### src/shared/ibrp_pkg.sv
package ibrp_pkg;
   // ----------------------------------------
   // Register map and field layout
   // ----------------------------------------
   localparam int ADDR_W = 5;
   localparam int DATA_W = 8;
   localparam int RAM_DEPTH = 256;
   localparam int FIFO_DEPTH = 32;
   localparam logic [4:0] PTR_OFFSET = 5'h10;
   localparam logic [4:0] WINDOW_OFFSET = 5'h13;
   localparam logic [7:0] PTR_RESET = 8'h00;
   localparam logic [7:0] PTR_STEP = 8'h01;
   localparam logic [7:0] PTR_TOP = 8'hFF;
   localparam logic [7:0] PTR_BOTTOM = 8'h00;
   localparam logic [7:0] IDLE_DATA = 8'h00;

   // ----------------------------------------
   // Carriers
   // ----------------------------------------
   typedef struct packed {
      logic [7:0] addr;
      logic [7:0] data;
   } ibrp_wr_type;

   typedef struct packed {
      logic csN;
      logic oeN;
      logic weN;
      logic [4:0] addr;
      logic [7:0] data;
   } ibrp_bus_type;

   typedef enum logic [2:0] {
      ST_IDLE, ST_RDWAIT, ST_RDHOLD, ST_WRHOLD, ST_WRPUSH
   } ibrp_state_type;
endpackage

### src/rtl/ibrp_port.sv
`timescale 1ns/1ps

// ----------------------------------------
// Write buffer
// ----------------------------------------
module ibrp_fifo #(
   parameter int WIDTH = 16,
   parameter int DEPTH = 32
) (
   // Clock and reset
   input wire logic clock,
   input wire logic nrst,
   // Fill side
   input wire logic fillValid,
   output logic fillReady,
   input wire logic [WIDTH-1:0] fillData,
   // Drain side
   output logic drainValid,
   input wire logic drainReady,
   output logic [WIDTH-1:0] drainData
);
   localparam int AW = $clog2(DEPTH);
   logic [WIDTH-1:0] store [DEPTH];
   logic [AW-1:0] wrPtr_ff, rdPtr_ff, nxt_wrPtr, nxt_rdPtr;
   logic [AW:0] count_ff, nxt_count;
   logic push, pop;

   // Honest full and empty from the count
   always_comb begin
      fillReady = (count_ff != (AW+1)'(DEPTH));
      drainValid = (count_ff != '0);
      drainData = store[rdPtr_ff];
      push = fillValid && fillReady;
      pop = drainValid && drainReady;
      nxt_wrPtr = push ? wrPtr_ff + 1'b1 : wrPtr_ff;
      nxt_rdPtr = pop ? rdPtr_ff + 1'b1 : rdPtr_ff;
      nxt_count = count_ff + {{AW{1'b0}}, push} - {{AW{1'b0}}, pop};
   end

   always_ff @(posedge clock or negedge nrst) begin
      if (!nrst) begin
         wrPtr_ff <= '0;
         rdPtr_ff <= '0;
         count_ff <= '0;
      end else begin
         wrPtr_ff <= nxt_wrPtr;
         rdPtr_ff <= nxt_rdPtr;
         count_ff <= nxt_count;
      end
   end

   // Storage, no reset needed
   always_ff @(posedge clock) begin
      if (push) begin
         store[wrPtr_ff] <= fillData;
      end
   end
endmodule

// What this block does
// RULE1: An 8-bit pointer at offset 10h picks the scratch byte reached through the window.
// RULE2: The scratch RAM covers bytes 00h to FFh so every pointer value is a real byte.
// RULE3: Reading the window at 13h returns the byte at the pointer.
// RULE4: Writing the window at 13h stores the byte at the pointer.
// RULE5: With burst off, window accesses keep hitting one byte until the pointer is rewritten.
// RULE6: With burst on the pointer advances after window accesses, with it off it never does.
// RULE7: The host loads the start address into the pointer and then walks the window.
// RULE8: The advance happens at the strobe release, only for window accesses.
// RULE9: After FFh the pointer wraps to 00h.
// RULE10: Each window access uses the pointer held before the strobe edge.
// RULE11: Reading the pointer returns its value and changes nothing.
module ibrp_port (
   // Clock and reset
   input wire logic clock,
   input wire logic nrst,
   // Host byte bus
   input wire logic csN,
   input wire logic oeN,
   input wire logic weN,
   input wire logic [4:0] addr,
   input wire logic [7:0] busData,
   output logic [7:0] readData,
   output logic dataOe,
   // Control bit
   input wire logic burstIncrementEnable
);
   ibrp_pkg::ibrp_bus_type busIn, sync1_ff, sync2_ff;
   logic burst1_ff, burst2_ff;
   ibrp_pkg::ibrp_state_type state_ff, nxt_state;
   logic [7:0] ptr_ff, nxt_ptr, wrData_ff, nxt_wrData, dataOut_ff, nxt_dataOut;
   logic [4:0] accAddr_ff, nxt_accAddr;
   logic dataOe_ff, nxt_dataOe;
   logic active, isWindow, ptrInc, ptrLoad, release_;
   logic pushValid, pushReady, popValid, popReady;
   ibrp_pkg::ibrp_wr_type pushData, popData;
   logic [7:0] ram [ibrp_pkg::RAM_DEPTH];
   logic [7:0] rdWord;

   // ----------------------------------------
   // Pin synchronisers
   // ----------------------------------------
   assign busIn = '{csN: csN, oeN: oeN, weN: weN, addr: addr, data: busData};

   // Two stages before any logic looks
   always_ff @(posedge clock or negedge nrst) begin
      if (!nrst) begin
         sync1_ff <= '{csN: 1'b1, oeN: 1'b1, weN: 1'b1, default: '0};
         sync2_ff <= '{csN: 1'b1, oeN: 1'b1, weN: 1'b1, default: '0};
         burst1_ff <= 1'b0;
         burst2_ff <= 1'b0;
      end else begin
         sync1_ff <= busIn;
         sync2_ff <= sync1_ff;
         burst1_ff <= burstIncrementEnable;
         burst2_ff <= burst1_ff;
      end
   end

   // ----------------------------------------
   // Access sequencer and pointer
   // ----------------------------------------
   assign active = !sync2_ff.csN && (!sync2_ff.oeN || !sync2_ff.weN);
   assign isWindow = (accAddr_ff == ibrp_pkg::WINDOW_OFFSET);
   assign release_ = !active;
   assign rdWord = ram[ptr_ff]; // [RULE2]

   // Next state, pointer and read data
   always_comb begin
      nxt_state = state_ff;
      nxt_accAddr = accAddr_ff;
      nxt_wrData = wrData_ff;
      nxt_dataOut = dataOut_ff;
      nxt_dataOe = dataOe_ff;
      ptrInc = 1'b0;
      ptrLoad = 1'b0;
      pushValid = 1'b0;
      pushData = '{addr: ptr_ff, data: wrData_ff}; // [RULE10]
      unique case (state_ff)
         ibrp_pkg::ST_IDLE: begin
            if (active) begin
               nxt_accAddr = sync2_ff.addr;
               nxt_wrData = sync2_ff.data;
               nxt_state = !sync2_ff.weN ? ibrp_pkg::ST_WRHOLD : ibrp_pkg::ST_RDWAIT;
            end
         end
         ibrp_pkg::ST_RDWAIT: begin
            if (release_) begin
               ptrInc = isWindow && burst2_ff; // [RULE8]
               nxt_state = ibrp_pkg::ST_IDLE;
            end else if (!popValid) begin
               // Reads wait for buffered writes to land
               nxt_dataOe = isWindow || (accAddr_ff == ibrp_pkg::PTR_OFFSET);
               nxt_dataOut = isWindow ? rdWord : ptr_ff; // [RULE3] [RULE11]
               if (!nxt_dataOe) begin
                  nxt_dataOut = ibrp_pkg::IDLE_DATA;
               end
               nxt_state = ibrp_pkg::ST_RDHOLD;
            end
         end
         ibrp_pkg::ST_RDHOLD: begin
            if (release_) begin
               nxt_dataOe = 1'b0;
               nxt_dataOut = ibrp_pkg::IDLE_DATA;
               ptrInc = isWindow && burst2_ff; // [RULE6] [RULE8]
               nxt_state = ibrp_pkg::ST_IDLE;
            end
         end
         ibrp_pkg::ST_WRHOLD: begin
            if (active) begin
               nxt_wrData = sync2_ff.data;
            end else begin
               nxt_state = ibrp_pkg::ST_WRPUSH;
            end
         end
         ibrp_pkg::ST_WRPUSH: begin
            if (accAddr_ff == ibrp_pkg::PTR_OFFSET) begin
               ptrLoad = 1'b1; // [RULE1]
               nxt_state = ibrp_pkg::ST_IDLE;
            end else if (isWindow) begin
               pushValid = 1'b1; // [RULE4]
               if (pushReady) begin
                  ptrInc = burst2_ff; // [RULE6] [RULE8]
                  nxt_state = ibrp_pkg::ST_IDLE;
               end
            end else begin
               nxt_state = ibrp_pkg::ST_IDLE;
            end
         end
      endcase
      // Pointer moves only on load or burst step, wrapping at the top
      if (ptrLoad) begin
         nxt_ptr = wrData_ff;
      end else if (ptrInc) begin
         nxt_ptr = ptr_ff + ibrp_pkg::PTR_STEP; // [RULE9] [RULE5]
      end else begin
         nxt_ptr = ptr_ff;
      end
   end

   always_ff @(posedge clock or negedge nrst) begin
      if (!nrst) begin
         state_ff <= ibrp_pkg::ST_IDLE;
         ptr_ff <= ibrp_pkg::PTR_RESET;
         accAddr_ff <= '0;
         wrData_ff <= ibrp_pkg::IDLE_DATA;
         dataOut_ff <= ibrp_pkg::IDLE_DATA;
         dataOe_ff <= 1'b0;
      end else begin
         state_ff <= nxt_state;
         ptr_ff <= nxt_ptr;
         accAddr_ff <= nxt_accAddr;
         wrData_ff <= nxt_wrData;
         dataOut_ff <= nxt_dataOut;
         dataOe_ff <= nxt_dataOe;
      end
   end

   assign readData = dataOut_ff;
   assign dataOe = dataOe_ff;

   // ----------------------------------------
   // Write buffer and scratch RAM
   // ----------------------------------------
   ibrp_fifo #(
      .WIDTH($bits(ibrp_pkg::ibrp_wr_type)),
      .DEPTH(ibrp_pkg::FIFO_DEPTH)
   ) u_fifo (
      .clock(clock),
      .nrst(nrst),
      .fillValid(pushValid),
      .fillReady(pushReady),
      .fillData(pushData),
      .drainValid(popValid),
      .drainReady(popReady),
      .drainData(popData)
   );

   // Drain stalls while a read drives the bus
   assign popReady = (state_ff != ibrp_pkg::ST_RDHOLD);

   // Store drained bytes
   always_ff @(posedge clock) begin
      if (popValid && popReady) begin
         ram[popData.addr] <= popData.data; // [RULE4]
      end
   end

   // ----------------------------------------
   // Checks
   // ----------------------------------------
   property p_ptrLoad;
      @(posedge clock) disable iff (!nrst)
      ptrLoad |=> (ptr_ff == $past(wrData_ff));
   endproperty
   a_ptrLoad: assert property (p_ptrLoad) else $error("pointer not loaded"); // [RULE1]

   property p_ramWrite;
      @(posedge clock) disable iff (!nrst)
      (popValid && popReady) |=> (ram[$past(popData.addr)] == $past(popData.data));
   endproperty
   a_ramWrite: assert property (p_ramWrite) else $error("byte not stored"); // [RULE2]

   property p_windowRead;
      @(posedge clock) disable iff (!nrst)
      (state_ff == ibrp_pkg::ST_RDWAIT && active && !popValid && isWindow)
      |=> (dataOe_ff && dataOut_ff == $past(rdWord));
   endproperty
   a_windowRead: assert property (p_windowRead) else $error("window read wrong"); // [RULE3]

   property p_windowPush;
      @(posedge clock) disable iff (!nrst)
      (pushValid && pushReady) |-> ##[1:40] (popValid && popReady);
   endproperty
   a_windowPush: assert property (p_windowPush) else $error("write not drained"); // [RULE4]

   property p_noBurstHold;
      @(posedge clock) disable iff (!nrst)
      (!burst2_ff && !ptrLoad) |=> $stable(ptr_ff);
   endproperty
   a_noBurstHold: assert property (p_noBurstHold) else $error("pointer moved"); // [RULE5]

   property p_burstStep;
      @(posedge clock) disable iff (!nrst)
      (state_ff == ibrp_pkg::ST_RDHOLD && release_ && isWindow && burst2_ff)
      |=> (ptr_ff == $past(ptr_ff) + ibrp_pkg::PTR_STEP);
   endproperty
   a_burstStep: assert property (p_burstStep) else $error("no burst step"); // [RULE6]

   property p_stepOnlyWindow;
      @(posedge clock) disable iff (!nrst)
      ptrInc |-> (isWindow && release_);
   endproperty
   a_stepOnlyWindow: assert property (p_stepOnlyWindow) else $error("stray step"); // [RULE8]

   property p_wrap;
      @(posedge clock) disable iff (!nrst)
      (ptrInc && ptr_ff == ibrp_pkg::PTR_TOP) |=> (ptr_ff == ibrp_pkg::PTR_BOTTOM);
   endproperty
   a_wrap: assert property (p_wrap) else $error("pointer did not wrap"); // [RULE9]

   property p_oldPointer;
      @(posedge clock) disable iff (!nrst)
      (state_ff == ibrp_pkg::ST_RDHOLD && isWindow) |-> (dataOut_ff == ram[ptr_ff]);
   endproperty
   a_oldPointer: assert property (p_oldPointer) else $error("access used new pointer"); // [RULE10]

   property p_ptrRead;
      @(posedge clock) disable iff (!nrst)
      (state_ff == ibrp_pkg::ST_RDWAIT && active && !popValid
       && accAddr_ff == ibrp_pkg::PTR_OFFSET)
      |=> (dataOut_ff == ptr_ff && $stable(ptr_ff));
   endproperty
   a_ptrRead: assert property (p_ptrRead) else $error("pointer read wrong"); // [RULE11]
endmodule

### config.mk
export PLATFORM = sky130hd
export DESIGN_NAME = ibrp_port
export DESIGN_NICKNAME = d
export VERILOG_FILES = /design/src/shared/ibrp_pkg.sv /design/src/rtl/ibrp_port.sv
export SDC_FILE = /design/constraint.sdc
export NUM_CORES = 2
export LEC_CHECK = 0
export BUFFER_PORTS_ARGS = -buffer_cell sky130_fd_sc_hd__buf_2
export CAP_MARGIN = 25
export CORE_ASPECT_RATIO = 0.9
export CORE_UTILIZATION = 55
export DETAILED_ROUTE_END_ITERATION = 6
export PLACE_DENSITY = 0.79
export SKIP_LAST_GASP = 1
export SLEW_MARGIN = 10
export SYNTH_ARGS = -nofsm -noshare
export SYNTH_HDL_FRONTEND = slang
export SYNTH_SLANG_ARGS = --single-unit
### constraint.sdc
create_clock -name clock -period 5.65 [get_ports clock]
set_input_delay 0.8475 -clock clock [delete_from_list [all_inputs] [get_ports clock]]
set_output_delay 0.8475 -clock clock [all_outputs]
set_load 0.1 [all_outputs]
* Word-level counts from Yosys, hierarchy flattened
Memory sizes are Yosys's and may differ from the RTL's. Index checks and enable logic that the tools add are counted.
Storage, ports and cells: memory bits (writable) 2560, word-level logic and storage cells 98, bits of input ports 19, flip-flop bits (word level) 83, output and inout port bits 9, memories 2
Operators by class: reduce and logical (&&, ||, !) cells 19, equal/unequal tests 15, mux-type cells 36, add/subtract/negate cells 5
Memory list:
- ram | depth 256, width 8, rd ports 1, clocked after memory_dff 0, write ports 1, RTL line ibrp_port.sv:96 | logic [7:0] ram [ibrp_pkg::RAM_DEPTH];
- u_fifo.store | depth 32, width 16, rd ports 1, clocked after memory_dff 0, write ports 1, RTL line ibrp_port.sv:23 | logic [WIDTH-1:0] store [DEPTH];
Operator list (count):
- $mux W8 | 7
- $mux W3 | 8
- $mux W1 | 16
- $pmux W8 S2 | 1
- $pmux W3 S5 | 1
- $add A5 B1 Y5 const B | 2
- $eq A5 B5 Y1 const B | 2
- $ne A2 B2 Y1 const B | 5
- $add A8 B1 Y8 const B | 1
- $add A6 B1 Y6 | 1
- $eq A3 B2 Y1 const B | 2
- $ne A6 B6 Y1 const B | 1
- $reduce_bool A6 Y1 | 1
- $sub A6 B1 Y6 | 1
- $reduce_and A5 Y1 | 1
- $logic_and A1 B1 Y1 | 4
- $ne A4 B4 Y1 const B | 1
- $pmux W1 S2 | 2
- $reduce_and A2 Y1 | 2
- $reduce_and A4 Y1 | 1
- $reduce_bool A2 Y1 | 2
- $reduce_or A2 Y1 | 2
- $eq A3 B1 Y1 const B | 1
- $eq A3 B3 Y1 const B | 1
- other kinds (6) | 9

* Depth between registers and ports, before layout
word-level depth 7, depth in mapped cells 15, gate-level depth less buffers 14

* Modules after synthesis
From an unflattened synthesis, not the netlist that was laid out.
Unflattened totals: cell total of the unflattened synthesis 5114, area, all modules 103381.7 µm²
By module, submodules not included:
- ibrp_port | cells each 4141, area each 82825.7 µm², times used 1, seq. area each 63183.1 µm²
- ibrp_fifo | cells each 973, area each 20556.0 µm², times used 1, seq. area each 15775.1 µm²

* Worst setup path after synthesis
Ideal clock, no wire load.
path kind reg2reg, start point register u_fifo.rdPtr_ff[0], end point memory ram[0][2], data pin, cell stages (with the launch flop) 9, buffers on the path 5, slack 1.148 ns, required time 5.095 ns, clock period less this slack 4.502 ns, setup time 0.555 ns, data arrival time 3.947 ns, cells stage by stage dfrtp_1 > buf_2 > buf_6 > buf_6 > buf_2 > buf_1 > mux4_2 > mux4_2 > mux2_2
RTL lines:
- from (decl) | RTL line ibrp_port.sv:24 | logic [AW-1:0] wrPtr_ff, rdPtr_ff, nxt_wrPtr, nxt_rdPtr;
- from (signal assigned) | RTL line ibrp_port.sv:47 | rdPtr_ff <= nxt_rdPtr;
- to (decl) | RTL line ibrp_port.sv:96

* Final worst setup path
start point register ptr_ff[1], end point register dataOut_ff[5] (netlist: readData[5])
Between the ends: cells in the longest elaborated chain, start to end 6
Ends and longest elaborated chain:
- from (decl) | RTL line ibrp_port.sv:90 | logic [7:0] ptr_ff, nxt_ptr, wrData_ff, nxt_wrData, dataOut_ff, nxt_dataOut;
- from (signal assigned) | RTL line ibrp_port.sv:203 | ptr_ff <= ibrp_pkg::PTR_RESET;
- from (signal assigned) | RTL line ibrp_port.sv:210 | ptr_ff <= nxt_ptr;
- $mem_v2 Z256 W8
- $mux W8 | RTL line ibrp_port.sv:153 | nxt_dataOut = isWindow ? rdWord : ptr_ff;
- $mux W8 | RTL line ibrp_port.sv:154 | if (!nxt_dataOe) begin
- $mux W8 | RTL line ibrp_port.sv:150 | end else if (!popValid) begin
- $mux W8 | RTL line ibrp_port.sv:147 | if (release_) begin
- $pmux W8 S2 | RTL line ibrp_port.sv:138 | unique case (state_ff)
- to (signal assigned) | RTL line ibrp_port.sv:206 | dataOut_ff <= ibrp_pkg::IDLE_DATA;
- to (signal assigned) | RTL line ibrp_port.sv:213 | dataOut_ff <= nxt_dataOut;
- to (decl) | RTL line ibrp_port.sv:90
Every way passes these cells. The select of a mux whose other input is x is not followed. A chain may end at the register's enable or synchronous reset.

==> impl_metrics.csv <==
group,metric,value,unit
run_status,status,"finished, violations left",
run_status,violations,"DRC",
floorplan,coreArea,0.186,sq mm
floorplan,die_h,412,um
power_and_ir_drop,p_leak,35.7,nW
power_and_ir_drop,peakVddDrop,0.973,mV
setup_path,criticalPathCategory,"reg -> reg",
detailed_routing,routed_wl,272,mm
layout,finalNonFillerCells,7754,
clock_tree,clkTransAtPathRegs,0.07,ns
synth,syn_area_per_cell,21.0,sq um
timing,tightest_slew,1.18,ns
place,port_buffers,27,
setup_path,start_kind,"register",
layout,fin_area,0.114,sq mm
place,hpwl,157,mm
clock_tree,cts_buffers,239,
place,placed_cell_area,0.107,sq mm
layout,multi_input_area,0.0225,sq mm
layout,regArea,0.0790,sq mm
clock_tree,cts_root_buf,"clkbuf_16",
layout,final_common_cell,"edfxtp_1",
timing,finalCriticalPeriod,4.96,ns
clock_tree,cts_num_sinks,2643,
detailed_routing,viasPerCell,6.96,
clock_tree,clk_latency,0.94,ns
setup_path,cp_max_fo,67,
setup_path,critPathTopFamily,"compound AO/OA/AOI/OAI gates",
setup_path,arrival,5.75,ns
detailed_routing,dr.pass1.iters,7,
synth,yosys.cell_types.count,73,
grt,grt_max_degree,155,
layout,drive_gt1_share,23.9,%
timing,fmax,0.202,GHz
floorplan,pin_count,28,
layout,n_fill_cell,11900,
timing,setup_viol,0,
clock_tree,post_cts_buffers,0,
detailed_routing,ant_nets,0,
timing,finalClockSkew,0.0961,ns
detailed_routing,drt_iter0_markers,9279,
place,dp.cells,7275,
place,gp_congestion,0.936,
synth,synth_flop_cell,"edfxtp_1",
setup_path,worst_path_largest_cell_delay,0.94,ns
job,cap_viol_max_count,0,
synth,synth_async_sr_flop_share,3.14,%
synth,synth_area_leaders,"edfxtp_1, mux4_2, mux2i_1",
setup_path,cp_num_buf_inv,3,
clock_tree,clock_path_buffers,3,
setup_path,worst-endpoint-required,6.44,ns
clock_tree,cts_resized,0,
synth,syn_area,0.103,sq mm
timing,slew_violations,0,
clock_tree,htreeDepth,4,
synth,ys_seq_area_share,76.7,%
layout,nNetsFinal,5131,
synth,post-synth-top-area-fraction,74.7,%
detailed_routing,wl_per_cell,35.1,um
layout,area_growth,11.2,%
timing,tns,0,ns
min_path,hp-class,"in -> reg",
timing,hold_violations,0,
floorplan,dieArea,0.189,sq mm
place,dpl_worst_slack,0.997,ns
timing,setup_slack,0.695,ns
grt,antenna_found_initial,15,
floorplan,initial_core_util,55.4,%
grt,grt_usage,28.9,%
synth,synth_edf_count,2560,
synth,synthCells,4899,
layout,fin_util,61.6,%
synth,syn-num-nets,4934,
power_and_ir_drop,power-per-cell-area,587,mW/mm^2
synth,ys_ff_latch,2643,
timing,slew_headroom,21.5,%
grt,grt_pass1_vias,53200,
timing,rsz0062_at_grt,"false",
setup_path,crit_top_cell,"buf_4",
layout,mostFrequentLayoutCells,"edfxtp_1, mux4_2, nor2_1, mux2i_1, clkbuf_16",
detailed_routing,num_vias,54000,
setup_path,cpMaxStageDelayCell,"dfrtp_4",
detailed_routing,drc_errors,102,
floorplan,die_x,458,um
timing,period_share,87.7,%
grt,overflow,0,
setup_path,end_kind,"register",
setup_path,path_cells,"buf_12 > buf_4 > mux4_2 > or2_2 > a21oi_1 > o22ai_1 > o311ai_1 > buf_4 > nand4_1 > a32o_1",
grt,grt_pass1_wl,385,mm
synth,yosys_warnings,0,
clock_tree,hold_buffers,3,
clock_tree,cts_tree,"built",
synth,yosys.area.top_type,"edfxtp_1",
floorplan,rows,150,
report_power, final:
part,internal [W],switching [W]
sequential,0.0285,0.000760
combinational,0.00633,0.0157
clock,0.00858,0.00732
metal layers:
layer / vias to the layer above / global-route usage, % / routed length (um)
li1: 20700 / - / -
met1: 27700 / 38.6 / 95000
met2: 4734 / 42.9 / 124000
met3: 782 / 9.96 / 39900
met4: 12 / 13.3 / 13500
met5: - / 0.605 / 115
synth_stat cells, drive strengths merged (11+ instances only):
cell	n
inv	20
nand3	41
mux2	37
mux4	590
ha	15
clkbuf	122
mux2i	273
edfxtp	2560
o21ai	54
nand2	109
o22ai	41
a31oi	11
a221o	18
o221ai	70
a21oi	79
nor2	366
buf	164
nor3	34
a221oi	34
a22oi	22
dfrtp	77
cell type report:
class	count	area share, %
flip-flops and latches	2643	69.0
repair buffers	242	1.87
well taps	2432	2.66
multi-input cells	1948	19.6
clock inverters	140	1.20
clock buffers	313	5.55
diodes	14	0.0306
inverters	22	0.0776
sequential cells by signal, summed over array words and instances, names as in the netlist, 6 cells and up:
signal           cells
ptr_ff               8
ram               2048
readData             8
sync1_ff            16
sync2_ff            16
u_fifo.count_ff      6
u_fifo.store       512
wrData_ff            8
stage by stage:
| stage | hold WS, ns | total power [W] |
|---|---|---|
| floorplan | 0.331 | 0.0420 |
| CTS | 0.00000611 | 0.0665 |
| global placement | 0.332 | 0.0499 |
| global route | 0.0204 | 0.0685 |
| finish | 0.0494 | 0.0672 |
| detailed placement | 0.335 | 0.0507 |
cells by family after synthesis:
family                   count (synthesis)  share of synthesized area [%]
AO/OA/AOI/OAI                          392                           2.72
XOR/XNOR                                12                          0.102
adder cells (fa/ha/maj)                 17                          0.212
buffers and inverters                  308                           1.61
flip-flops                            2643                           76.7
multiplexers                           900                           16.0
AND/OR/NAND/NOR                        627                           2.67
worst reg2reg max path: stages (launching register included):
cell,delay [ns]
dfrtp_4,0.94
buf_12,0.44
buf_4,0.55
mux4_2,0.38
or2_2,0.32
a21oi_1,0.21
o22ai_1,0.27
o311ai_1,0.82
buf_4,0.26
nand4_1,0.30
a32o_1,0.36
final timing paths:
| check | from | to | slack, ns | depth (start not counted) |
|---|---|---|---|---|
| setup / recovery | ptr_ff[1] | readData[5] | 0.69 | 10 |
| hold / removal | csN | sync1_ff[15] | 0.05 | 1 |
| setup reg to reg | ptr_ff[1] | readData[5] | 0.69 | 10 |
| hold reg to reg | sync1_ff[3] | sync2_ff[3] | 0.35 | 0 |
| max in group asynchronous | nrst | ptr_ff[0] | 3.91 | 3 |
| min in group asynchronous | nrst | burst1_ff | 0.42 | 2 |
Note: power is estimated with default switching activity, not from simulation.
